[config.mk]
export PLATFORM = sky130hd
export DESIGN_NAME = llw_wakeup_unit
export DESIGN_NICKNAME = d
export VERILOG_FILES = /design/src/verilog/llw_sticky.v /design/src/verilog/llw_pin_filter.v /design/src/verilog/llw_wakeup_unit.v
export VERILOG_INCLUDE_DIRS = /design/src /design/src/verilog
export SDC_FILE = /design/constraint.sdc
export NUM_CORES = 1
export LEC_CHECK = 0
export CAP_MARGIN = 25
export CELL_PAD_IN_SITES_DETAIL_PLACEMENT = 1
export CELL_PAD_IN_SITES_GLOBAL_PLACEMENT = 1
export CORE_ASPECT_RATIO = 0.5
export CORE_MARGIN = 10
export CORE_UTILIZATION = 25
export DETAILED_ROUTE_END_ITERATION = 16
export DONT_BUFFER_PORTS = 1
export PLACE_DENSITY = 0.47
export SLEW_MARGIN = 20
export SYNTH_ARGS = -nofsm -noshare
export SYNTH_HDL_FRONTEND = slang
export SYNTH_HIERARCHICAL = 1
export SYNTH_SLANG_ARGS = --single-unit
[constraint.sdc]
create_clock -name pclk -period 3.1 [get_ports pclk]
set_input_delay 0 -clock pclk [delete_from_list [all_inputs] [get_ports pclk]]
set_output_delay 0 -clock pclk [all_outputs]
set_load 0.01 [all_outputs]
[src/verilog/llw_defines.vh]
// Constants of the low-leakage wakeup unit: register indices, fields,
// reset values and filter timing.
// Assumes a 20 MHz APB clock; byte address of a register is index * 4.
`ifndef LLW_DEFINES_VH
`define LLW_DEFINES_VH

// ==================================================================
// Register indices (byte address = index * 4)
`define LLW_IDX_ME          10'h004
`define LLW_IDX_F3          10'h007
`define LLW_IDX_FILT1       10'h008
`define LLW_IDX_FILT2       10'h009
`define LLW_IDX_RST         10'h00a
`define LLW_IDX_REGSC       10'h010
`define LLW_IDX_IRQ_STAT    10'h011
`define LLW_IDX_IRQ_MASK    10'h012

// ==================================================================
// Field positions
`define LLW_ME_RTC_BIT      7
`define LLW_F3_RTC_BIT      7
`define LLW_FILT_FLAG_BIT   7
`define LLW_FILT_EDGE_HI    6
`define LLW_FILT_EDGE_LO    5
`define LLW_RST_FILT_BIT    0
`define LLW_RST_WAKE_BIT    1
`define LLW_REGSC_ACK_BIT   3
`define LLW_IRQ_MOD_BIT     0
`define LLW_IRQ_PIN_BIT     1
`define LLW_IRQ_RST_BIT     2

// ==================================================================
// Reset values
`define LLW_ME_RST          8'h00
`define LLW_EDGE_RST        2'h0
`define LLW_RSTCTL_RST      2'h0
`define LLW_MASK_RST        3'h0

// ==================================================================
// Timing
`define LLW_CLK_NS          50
`define LLW_FILT_NS         250
`define LLW_FILT_CYC        ((`LLW_FILT_NS + `LLW_CLK_NS - 1) / `LLW_CLK_NS)
`define LLW_FILT_CNT_W      4

`endif

[src/verilog/llw_sticky.v]
// Bank of sticky flags: set by hardware events, cleared by software.
// Assumes set and clear vectors are synchronous to pclk.
`default_nettype none

module llw_sticky
#(
   parameter W = 8
)
(
   input  wire         pclk,      // Clock
   input  wire         presetn,   // Async reset, active low
   input  wire [W-1:0] set_vec,   // Event per flag
   input  wire [W-1:0] clr_vec,   // Clear per flag
   output reg  [W-1:0] flags_q    // Flag state
);

   // ================================================================
   // Flags: a set in the clear cycle wins
   always @(posedge pclk or negedge presetn)
   begin
      if (!presetn)
         flags_q <= {W{1'b0}};
      else
         flags_q <= (flags_q & ~clr_vec) | set_vec;
   end

endmodule // llw_sticky

`default_nettype wire

[src/verilog/llw_pin_filter.v]
// Digital glitch filter with edge detect for one wakeup pin.
// Assumes the pin input is already synchronous to pclk.
`default_nettype none
`include "llw_defines.vh"

module llw_pin_filter
(
   input  wire       pclk,      // Clock
   input  wire       presetn,   // Async reset, active low
   input  wire       pin_in,    // Pin level, active high
   input  wire       bypass,    // Pass pin without filtering
   input  wire [1:0] edge_sel,  // 01 rise, 10 fall, 11 both, 00 off
   output reg        detect_q   // One-cycle edge pulse
);

   reg  [`LLW_FILT_CNT_W-1:0] cnt_q;
   reg                        level_q;
   reg                        level_d;
   reg  [`LLW_FILT_CNT_W-1:0] cnt_d;

   // ================================================================
   // Level accepted after the pin holds still for the filter time
   always @*
   begin
      level_d = level_q;
      cnt_d   = {`LLW_FILT_CNT_W{1'b0}};
      if (bypass)
         level_d = pin_in;
      else if (pin_in != level_q)
      begin
         if (cnt_q == `LLW_FILT_CYC - 1)
            level_d = pin_in;
         else
            cnt_d = cnt_q + 1'b1;
      end
   end

   always @(posedge pclk or negedge presetn)
   begin
      if (!presetn)
      begin
         cnt_q    <= {`LLW_FILT_CNT_W{1'b0}};
         level_q  <= 1'b0;
         detect_q <= 1'b0;
      end
      else
      begin
         cnt_q    <= cnt_d;
         level_q  <= level_d;
         detect_q <= (edge_sel[0] & level_d & ~level_q) |
                     (edge_sel[1] & ~level_d & level_q);
      end
   end

endmodule // llw_pin_filter

`default_nettype wire

[src/verilog/llw_wakeup_unit.v]
// Low-leakage wakeup unit: wake sources, pin filters, reset-pin wake,
// isolation hold and APB register file.
// Assumes an always-on domain: presetn is power-on reset only, and the
// power mode controller reports low-leak stop levels synchronously.
//
// Contract
// - This unit governs exit from low-leak and very-low-leak stop.
// - Module wake input 7 is the RTC seconds interrupt.
// - Enable bit 7 gates the RTC seconds wake source.
// - Flag bit 7 of the third flag register records RTC seconds wake.
// - Two preselected pins each have their own filter and flag.
// - Pin filter registers and reset-pin register configure filters.
// - A dedicated reset pin always wakes from low-leak stop modes.
// - Reset-pin enable and filter bits act only without dedicated pin.
// - Very-low-leak stop exit goes through the reset sequence.
// - Reading the ack bit shows whether pads and oscillators are held.
// - Ack is bit 3 of regulator status; write one releases hold.
//
// Added by the designer: the APB slave port.
`default_nettype none
`include "llw_defines.vh"

module llw_wakeup_unit
#(
   parameter DEDICATED_RESET_PIN = 1
)
(
   input  wire        pclk,               // APB clock, 20 MHz
   input  wire        presetn,            // Async reset, active low
   input  wire [11:0] paddr,              // APB byte address
   input  wire        psel,               // APB select
   input  wire        penable,            // APB access phase
   input  wire        pwrite,             // APB write
   input  wire [31:0] pwdata,             // APB write data
   output reg  [31:0] prdata,             // APB read data
   output wire        pready,             // APB ready
   output wire        pslverr,            // APB error, unmapped
   input  wire        low_leak_stop_mode, // Low-leak stop active
   input  wire        very_low_leak_stop_modes, // Very-low-leak active
   input  wire [6:0]  module_wake_in,     // Module wake inputs 0..6
   input  wire        rtc_seconds_irq,    // RTC seconds interrupt
   input  wire [1:0]  wake_pin_in,        // Preselected wake pins
   input  wire        reset_pin_n,        // Reset pin, active low
   output reg         exit_request,       // Exit request to controller
   output reg         vlls_reset_request, // Exit via reset sequence
   output wire        pad_hold,           // I/O pads held latched
   output wire        osc_hold,           // Oscillators held latched
   output wire        irq                 // Wakeup interrupt, level
);

   // ================================================================
   // Declarations
   wire        in_low_leak;
   wire [7:0]  mod_src;
   wire [7:0]  mod_hit;
   wire [1:0]  pin_det;
   wire [1:0]  pin_hit;
   wire        rst_det;
   wire        rst_hit;
   wire        rst_bypass;
   wire        wake_evt;
   wire [7:0]  f3_q;
   wire [1:0]  pin_flag_q;
   wire [2:0]  irq_stat_q;
   wire [2:0]  irq_evt;
   wire        wr_en;
   wire        rd_setup;
   wire [9:0]  idx;
   reg         hit_map;
   reg  [31:0] rd_data;
   reg  [7:0]  me_q;
   reg  [1:0]  edge1_q;
   reg  [1:0]  edge2_q;
   reg  [1:0]  rst_ctl_q;
   reg  [2:0]  irq_mask_q;
   reg         iso_hold_q;
   reg  [7:0]  f3_clr;
   reg  [1:0]  pin_clr;
   reg  [2:0]  irq_clr;
   reg         ack_clr;
   reg         err_q;
   wire [1:0]  edge_sel [0:1];

   // ================================================================
   // APB decode
   assign idx      = paddr[11:2];
   assign wr_en    = psel & penable & pwrite;
   assign rd_setup = psel & ~penable;
   assign pready   = 1'b1;
   assign pslverr  = psel & penable & err_q;

   always @*
   begin
      case (idx)
         `LLW_IDX_ME,
         `LLW_IDX_F3,
         `LLW_IDX_FILT1,
         `LLW_IDX_FILT2,
         `LLW_IDX_RST,
         `LLW_IDX_REGSC,
         `LLW_IDX_IRQ_STAT,
         `LLW_IDX_IRQ_MASK:
            hit_map = 1'b1;
         default:
            hit_map = 1'b0;
      endcase
   end

   // ================================================================
   // Wake sources
   assign in_low_leak = low_leak_stop_mode | very_low_leak_stop_modes;
   assign mod_src = {rtc_seconds_irq, module_wake_in};
   assign mod_hit = mod_src & me_q & {8{in_low_leak}};

   assign edge_sel[0] = edge1_q;
   assign edge_sel[1] = edge2_q;

   // One filter per preselected pin
   genvar gi;
   generate
      for (gi = 0; gi < 2; gi = gi + 1)
      begin : g_pin
         llw_pin_filter u_filt
         (
            .pclk     (pclk),
            .presetn  (presetn),
            .pin_in   (wake_pin_in[gi]),
            .bypass   (1'b0),
            .edge_sel (edge_sel[gi]),
            .detect_q (pin_det[gi])
         );
         assign pin_hit[gi] = pin_det[gi] & in_low_leak;
      end
   endgenerate

   // Reset pin: filter only honoured without a dedicated pin
   assign rst_bypass = (DEDICATED_RESET_PIN != 0) |
                       ~rst_ctl_q[`LLW_RST_FILT_BIT];

   llw_pin_filter u_rst_filt
   (
      .pclk     (pclk),
      .presetn  (presetn),
      .pin_in   (~reset_pin_n),
      .bypass   (rst_bypass),
      .edge_sel (2'b01),
      .detect_q (rst_det)
   );

   assign rst_hit = rst_det & in_low_leak &
                    ((DEDICATED_RESET_PIN != 0) |
                     rst_ctl_q[`LLW_RST_WAKE_BIT]);

   assign wake_evt = (|mod_hit) | (|pin_hit) | rst_hit;

   // ================================================================
   // Flags
   llw_sticky #(.W(8)) u_f3
   (
      .pclk    (pclk),
      .presetn (presetn),
      .set_vec (mod_hit),
      .clr_vec (f3_clr),
      .flags_q (f3_q)
   );

   llw_sticky #(.W(2)) u_pinflag
   (
      .pclk    (pclk),
      .presetn (presetn),
      .set_vec (pin_hit),
      .clr_vec (pin_clr),
      .flags_q (pin_flag_q)
   );

   assign irq_evt = {rst_hit, |pin_hit, |mod_hit};

   llw_sticky #(.W(3)) u_irq
   (
      .pclk    (pclk),
      .presetn (presetn),
      .set_vec (irq_evt),
      .clr_vec (irq_clr),
      .flags_q (irq_stat_q)
   );

   assign irq = |(irq_stat_q & irq_mask_q);

   // ================================================================
   // Write-one-to-clear decode
   always @*
   begin
      f3_clr  = 8'h00;
      pin_clr = 2'b00;
      irq_clr = 3'b000;
      ack_clr = 1'b0;
      if (wr_en)
      begin
         case (idx)
            `LLW_IDX_F3:
               f3_clr = pwdata[7:0];
            `LLW_IDX_FILT1:
               pin_clr[0] = pwdata[`LLW_FILT_FLAG_BIT];
            `LLW_IDX_FILT2:
               pin_clr[1] = pwdata[`LLW_FILT_FLAG_BIT];
            `LLW_IDX_IRQ_STAT:
               irq_clr = pwdata[2:0];
            `LLW_IDX_REGSC:
               ack_clr = pwdata[`LLW_REGSC_ACK_BIT];
            default:
               ack_clr = 1'b0;
         endcase
      end
   end

   // ================================================================
   // Control registers
   always @(posedge pclk or negedge presetn)
   begin
      if (!presetn)
      begin
         me_q       <= `LLW_ME_RST;
         edge1_q    <= `LLW_EDGE_RST;
         edge2_q    <= `LLW_EDGE_RST;
         rst_ctl_q  <= `LLW_RSTCTL_RST;
         irq_mask_q <= `LLW_MASK_RST;
      end
      else if (wr_en)
      begin
         case (idx)
            `LLW_IDX_ME:
               me_q <= pwdata[7:0];
            `LLW_IDX_FILT1:
               edge1_q <= pwdata[`LLW_FILT_EDGE_HI:`LLW_FILT_EDGE_LO];
            `LLW_IDX_FILT2:
               edge2_q <= pwdata[`LLW_FILT_EDGE_HI:`LLW_FILT_EDGE_LO];
            `LLW_IDX_RST:
               rst_ctl_q <= pwdata[1:0];
            `LLW_IDX_IRQ_MASK:
               irq_mask_q <= pwdata[2:0];
            default:
               me_q <= me_q;
         endcase
      end
   end

   // ================================================================
   // Exit sequencing and isolation hold
   always @(posedge pclk or negedge presetn)
   begin
      if (!presetn)
      begin
         exit_request       <= 1'b0;
         vlls_reset_request <= 1'b0;
         iso_hold_q         <= 1'b0;
      end
      else
      begin
         // Request stands until the controller leaves the mode
         if (!low_leak_stop_mode)
            exit_request <= 1'b0;
         else if (wake_evt && low_leak_stop_mode)
            exit_request <= 1'b1;

         if (!very_low_leak_stop_modes)
            vlls_reset_request <= 1'b0;
         else if (wake_evt)
            vlls_reset_request <= 1'b1;

         // Pads latch on deep entry; entry wins over a clear
         if (very_low_leak_stop_modes)
            iso_hold_q <= 1'b1;
         else if (ack_clr)
            iso_hold_q <= 1'b0;
      end
   end

   assign pad_hold = iso_hold_q;
   assign osc_hold = iso_hold_q;

   // ================================================================
   // Read path, captured in the setup cycle
   always @*
   begin
      rd_data = 32'h0000_0000;
      case (idx)
         `LLW_IDX_ME:
            rd_data[7:0] = me_q;
         `LLW_IDX_F3:
            rd_data[7:0] = f3_q;
         `LLW_IDX_FILT1:
         begin
            rd_data[`LLW_FILT_FLAG_BIT] = pin_flag_q[0];
            rd_data[`LLW_FILT_EDGE_HI:`LLW_FILT_EDGE_LO] = edge1_q;
         end
         `LLW_IDX_FILT2:
         begin
            rd_data[`LLW_FILT_FLAG_BIT] = pin_flag_q[1];
            rd_data[`LLW_FILT_EDGE_HI:`LLW_FILT_EDGE_LO] = edge2_q;
         end
         `LLW_IDX_RST:
            rd_data[1:0] = rst_ctl_q;
         `LLW_IDX_REGSC:
            rd_data[`LLW_REGSC_ACK_BIT] = iso_hold_q;
         `LLW_IDX_IRQ_STAT:
            rd_data[2:0] = irq_stat_q;
         `LLW_IDX_IRQ_MASK:
            rd_data[2:0] = irq_mask_q;
         default:
            rd_data = 32'h0000_0000;
      endcase
   end

   always @(posedge pclk or negedge presetn)
   begin
      if (!presetn)
      begin
         prdata <= 32'h0000_0000;
         err_q  <= 1'b0;
      end
      else if (rd_setup)
      begin
         prdata <= pwrite ? 32'h0000_0000 : rd_data;
         err_q  <= ~hit_map;
      end
   end

endmodule // llw_wakeup_unit

`default_nettype wire

* Yosys cells after proc, flatten, opt, wreduce, memory -nomap -nowiden
Memory sizes are Yosys's and may differ from the RTL's.
Cells that the tools add are included.
** Operators by class
- Add/subtract/negate cells :: 2
- $mul :: 0
- Divide/modulo/power cells :: 0
- $lt $le $gt $ge :: 0
- Equal/unequal tests :: 14
- Shift operators :: 0
- Muxes and demuxes :: 30
- Bitwise logic cells :: 41
- Reductions and logical operators :: 11
** Operator list (count)
- $eq 10x4->1 const B :: 3
- $eq 10x5->1 const B :: 3
- $and 8x8->8 :: 3
- $mux 8 :: 3
- $eq 10x3->1 const B :: 2
- $and 1x1->1 :: 16
- $mux 4 :: 4
- $mux 1 :: 15
- $pmux 3 s4 :: 1
- $pmux 2 s5 :: 1
- $reduce_and 2->1 :: 5
- $add 4x1->4 const B :: 2
- $eq 4x3->1 const B :: 2
- $not 1->1 :: 8
- $not 8->8 :: 1
- $or 8x8->8 :: 1
- $reduce_or 8->1 :: 1
- $and 3x3->3 :: 2
- $mux 3 :: 2
- $logic_not 5->1 :: 1
- $or 1x1->1 :: 5
- $ne 2x1->1 const B :: 2
- $pmux 1 s4 :: 1
- $not 3->3 :: 1
- other kinds (12) :: 13
** Word-level totals
- Flip-flop bits (word level) :: 80
- Latch bits :: 0
- RAM bits :: 0
- Memory bits (read-only) :: 32
- Bits of input ports :: 62
- Output and inout port bits :: 39
- Logic and storage cells :: 120
- Memories kept :: 1
** Memories
- (no name shown) :: depth 32, width 1, read ports 1, clocked after Yosys merged registers in 0, write ports 0, RTL line llw_wakeup_unit.v:94 : case (idx)

* Longest topological paths before layout
- Depth after elaboration :: 8
- Depth in mapped cells :: 8
- Gate-level depth less buffers :: 7

* Hierarchy
The synthesis kept the hierarchy.
** Modules (own cells, without submodules)
- llw_wakeup_unit :: instances 1, cells an instance 212, area an instance 2015.7 um2, seq. area each 725.7 um2
- llw_pin_filter :: instances 3, cells an instance 26, area an instance 294.0 um2, seq. area each 150.1 um2
- llw_sticky at u_f3 :: instances 1, cells an instance 24, area an instance 290.3 um2, seq. area each 200.2 um2
- llw_sticky at u_irq :: instances 1, cells an instance 9, area an instance 108.9 um2, seq. area each 75.1 um2
- llw_sticky at u_pinflag :: instances 1, cells an instance 6, area an instance 72.6 um2, seq. area each 50.0 um2

* Worst setup path before layout
OpenSTA, ideal clock, no wires.
- Path type :: input to register
- From :: input paddr[6]
- To :: register u_f3.flags_q[0]
- Setup time :: 0.118 ns
- Data arrival time :: 1.453 ns
- Required time :: 2.982 ns
- Setup slack :: 1.529 ns
- Stages on the path :: 7
- Buffers on the path :: 2
- Path through :: or4_4 -> buf_6 -> nor4_4 -> buf_6 -> and3_1 -> inv_1 -> a21o_1
** Between the ends
- Cells in the longest elaborated chain, start to end :: 6
** Ends and longest elaborated chain
- from (decl) :: RTL line llw_wakeup_unit.v:30 : input wire [11:0] paddr,
- $eq 10x3->1 :: RTL line llw_wakeup_unit.v:199 : case (idx)
- $mux 8 :: RTL line llw_wakeup_unit.v:199
- $mux 8 :: RTL line llw_wakeup_unit.v:197 : if (wr_en)
- via f3_clr[0] :: RTL line llw_wakeup_unit.v:77 : reg [7:0] f3_clr;
- $not 8->8 :: RTL line llw_sticky.v:24 : flags_q <= (flags_q & ~clr_vec) | set_vec;
- $and 8x8->8 :: RTL line llw_sticky.v:24
- $or 8x8->8 :: RTL line llw_sticky.v:24
- to (signal assigned) :: RTL line llw_sticky.v:22 : flags_q <= {W{1'b0}};
- to (signal assigned) :: RTL line llw_sticky.v:24
- to (decl) :: RTL line llw_sticky.v:14 : output reg [W-1:0] flags_q
The timed path passes the listed nets, and every way through them passes these cells.
A chain may end at the register's enable or synchronous reset.

* Final worst setup path
- From :: register irq_mask_q[2]
- To :: register prdata[2]
** Between the ends
- Cells in the longest elaborated chain, start to end :: 2
** Ends and longest elaborated chain
- from (decl) :: RTL line llw_wakeup_unit.v:75 : reg [2:0] irq_mask_q;
- from (signal assigned) :: RTL line llw_wakeup_unit.v:226 : irq_mask_q <= `LLW_MASK_RST;
- from (signal assigned) :: RTL line llw_wakeup_unit.v:240 : irq_mask_q <= pwdata[2:0];
- $pmux 1 s4 :: RTL line llw_wakeup_unit.v:286 : case (idx)
- $mux 8 :: RTL line llw_wakeup_unit.v:323 : prdata <= pwrite ? 32'h0000_0000 : rd_data;
- to (signal assigned) :: RTL line llw_wakeup_unit.v:323
- to (decl) :: RTL line llw_wakeup_unit.v:35 : output reg [31:0] prdata,
Every way passes these cells.

==> metrics.csv <==
metric;value;unit
PwrDens;517;mW/mm2
IO Port Bufs;0;
clock group share of total power;52.1;%
Setup Skew;5.15;ps
reg2reg setup slack;1430;ps
CTS resizes;0;
final setup vio count;0;
first drt pass iteration count;4;
final core occ;31.4;%
Post-Place Setup Slack;1160;ps
Critical Path AT;1870;ps
crit path time final;1670;ps
vias per cell;4.66;
post-route ant nets;0;
Net Sw Power;0.000478;W
final worst setup slack;1430;ps
Sw Share;22.8;%
CTS Hold Buffers Added;26;
Skew-Pair Late Insertion Delay;330;ps
CTS Buf Count;9;
Cell Area, Synth;0.00337;mm2
CTS tree;yes;
fmax;600;MHz
hold wc startpoint;pwdata[7];
largest net degree at the start of global routing;61;
initial DRC count;92;
RR Startpoint;irq_mask_q[2]$_DFFE_PN0P_;
worst hold endpoint;u_pinflag/flags_q[1]$_DFF_PN0_;
clk sinks;60;
Syn. warnings;6;
Worst Setup Start Kind;flip-flop;
hold_ws;12.9;ps
relative slew slack;43.4;%
DRT Wirelength;9810;um
I/O pins;101;
dpl hpwl;7170;um
synth cell count leaders;dfrtp_1, buf_4, inv_1, nor2_1;
maximum fanout along the worst path;3;
Reg-to-Reg End;prdata[2]$_DFFE_PN0P_;
Max clock buf depth;2;
Tcrit/Tclk final;53.8;%
gr ovfl total;0;
Worst-Margin Slew;842;ps
Final Hold Viols;0;
Horiz. Die Dim;184;um
area leader, netlist;dfrtp_1;
layout cells sized above 1;13.4;%
Logic pwr share;8.3;%
Starting Density;26.1;%
All-Layer GR Usage;10.7;%
Post-synth top flop;dfrtp_1;
Area contributors post-synth;dfrtp_1, buf_4, mux2_2, ha_1, a21o_1;
core area;0.0129;mm2
Max IR drop VDD;0.000231;V
Hold Crit Class;input pin to flip-flop;
Setup TNS Final;0;ps
CTS H-Tree Depth;3;
Synth Instances;329;
Die Ht;102;um
top cell type's share of synthesized area;44.6;%
CP Capture Type;flip-flop;
row count;29;
MaxCap Viol Count;0;
most common cell in the netlist;dfrtp_1;
die area;0.0188;mm2
DR vias;2500;
Yosys reg bits;60;
register area share after synthesis;44.6;%
crit path kind;flip-flop to flip-flop;
CP Data Required Time;3310;ps
vias in the first global route;2720;
setup bufs post-CTS;0;
power share of the sequential group;39.6;%
DRC Markers;0;
antenna diode count;0;
gpl congestion;0.781;
root buffer cell;clkbuf_16;
Post-synth EDFFs;0;
count of cell types in the netlist;44;
syn avg cell area;10.2;um2
leak pwr;1.99;nW
hold depth;3;
Post-layout nets;435;
synth-to-layout area growth;20.5;%
RSZ-0062 raised after global routing;false;
Routed WL per cell;18.3;um
CTS clk-pin slew, worst paths;50;ps
Final Total Pwr;0.00210;W
asr flop ratio synth;100;%
first-pass GRT wire length;15400;um
initial antenna violation count;0;
status;complete, no violations;
R2R depth;4;
max-slew violation count;0;
Int Pwr;0.00162;W
registers in the layout (all words and copies together) (netlist names):
name / flops
g_pin.u_filt/cnt_q: 8
me_q: 8
prdata: 8
u_f3/flags_q: 8
u_rst_filt/cnt_q: 4
irq_mask_q: 3
u_irq/flags_q: 3
edge1_q: 2
edge2_q: 2
g_pin.u_filt/detect_q: 2
g_pin.u_filt/level_q: 2
rst_ctl_q: 2
u_pinflag/flags_q: 2
err_q: 1
exit_request: 1
osc_hold: 1
u_rst_filt/detect_q: 1
u_rst_filt/level_q: 1
vlls_reset_request: 1
worst max-delay path by stage:
stage,start,end,slack (ps),cells after the start
floorplan,paddr[6],u_f3/flags_q[0]$_DFF_PN0_,1530,7
global placement,paddr[6],u_f3/flags_q[7]$_DFF_PN0_,1170,5
detailed placement,paddr[6],u_f3/flags_q[7]$_DFF_PN0_,1160,5
finish,irq_mask_q[2]$_DFFE_PN0P_,prdata[2]$_DFFE_PN0P_,1430,4
CTS,irq_mask_q[2]$_DFFE_PN0P_,prdata[2]$_DFFE_PN0P_,1470,4
global route,irq_mask_q[2]$_DFFE_PN0P_,prdata[2]$_DFFE_PN0P_,1340,4
worst max-delay path, cell delays in order (launching register included):
cell and delay (ps):
dfrtp_1 390, a22o_1 280, a22oi_1 210, o41ai_1 100
dlygate4sd3_1 570
power by group through the flow:
stage          sequential, W  clock, W  combinational [W]
3_3_place_gp        0.000845         0           0.000114
5_1_grt             0.000837   0.00116           0.000195
6_report            0.000833   0.00109           0.000173
2_1_floorplan       0.000840         0           0.000119
4_1_cts             0.000833   0.00112           0.000173
3_5_place_dp        0.000847         0           0.000119
layout make-up:
class,instances,area [um2]
clock buffer,11,253
inverter,27,101
clock inverter,4,72.6
multi-input combinational,236,1630
tap,170,213
fill,1469,8860
timing repair buffer,28,293
sequential,60,1500
cells by family after synthesis:
| family | synth area share, % |
|---|---|
| and+or+nand+nor | 19.0 |
| buffers and inverters | 10.2 |
| DFF | 44.6 |
| AOI/OAI and AO/OA | 12.3 |
| muxes | 7.24 |
| adders and majority gates | 4.08 |
| xor gates and xnor gates | 2.34 |
| other | 0.223 |
cells in the final DEF (no fill, tap or decap), types with 10 or more instances in the layout:
cell / count
dfrtp_1: 60
dlygate4sd3_1: 25
and3_1: 18
nor2_1: 22
nand2_1: 18
ha_1: 11
nand3b_1: 10
mux2_2: 15
inv_1: 27
a21o_1: 15
conb_1: 30
layer usage:
layer / up-vias / GRT usage (%) / routed length [um]
met4: 0 / 3.19 / 97
met5: - / 0 / 0
met2: 65 / 17.5 / 4430
met1: 1276 / 13.0 / 4510
li1: 1150 / - / -
met3: 9 / 3.82 / 765
through the flow:
stage	std cells	instance area, um2
6_report	536	4060
5_1_grt	536	4060
4_1_cts	536	4060
3_5_place_dp	495	3460
3_3_place_gp	495	3460
2_1_floorplan	357	3470
Note: power is estimated with default switching activity, not from simulation.
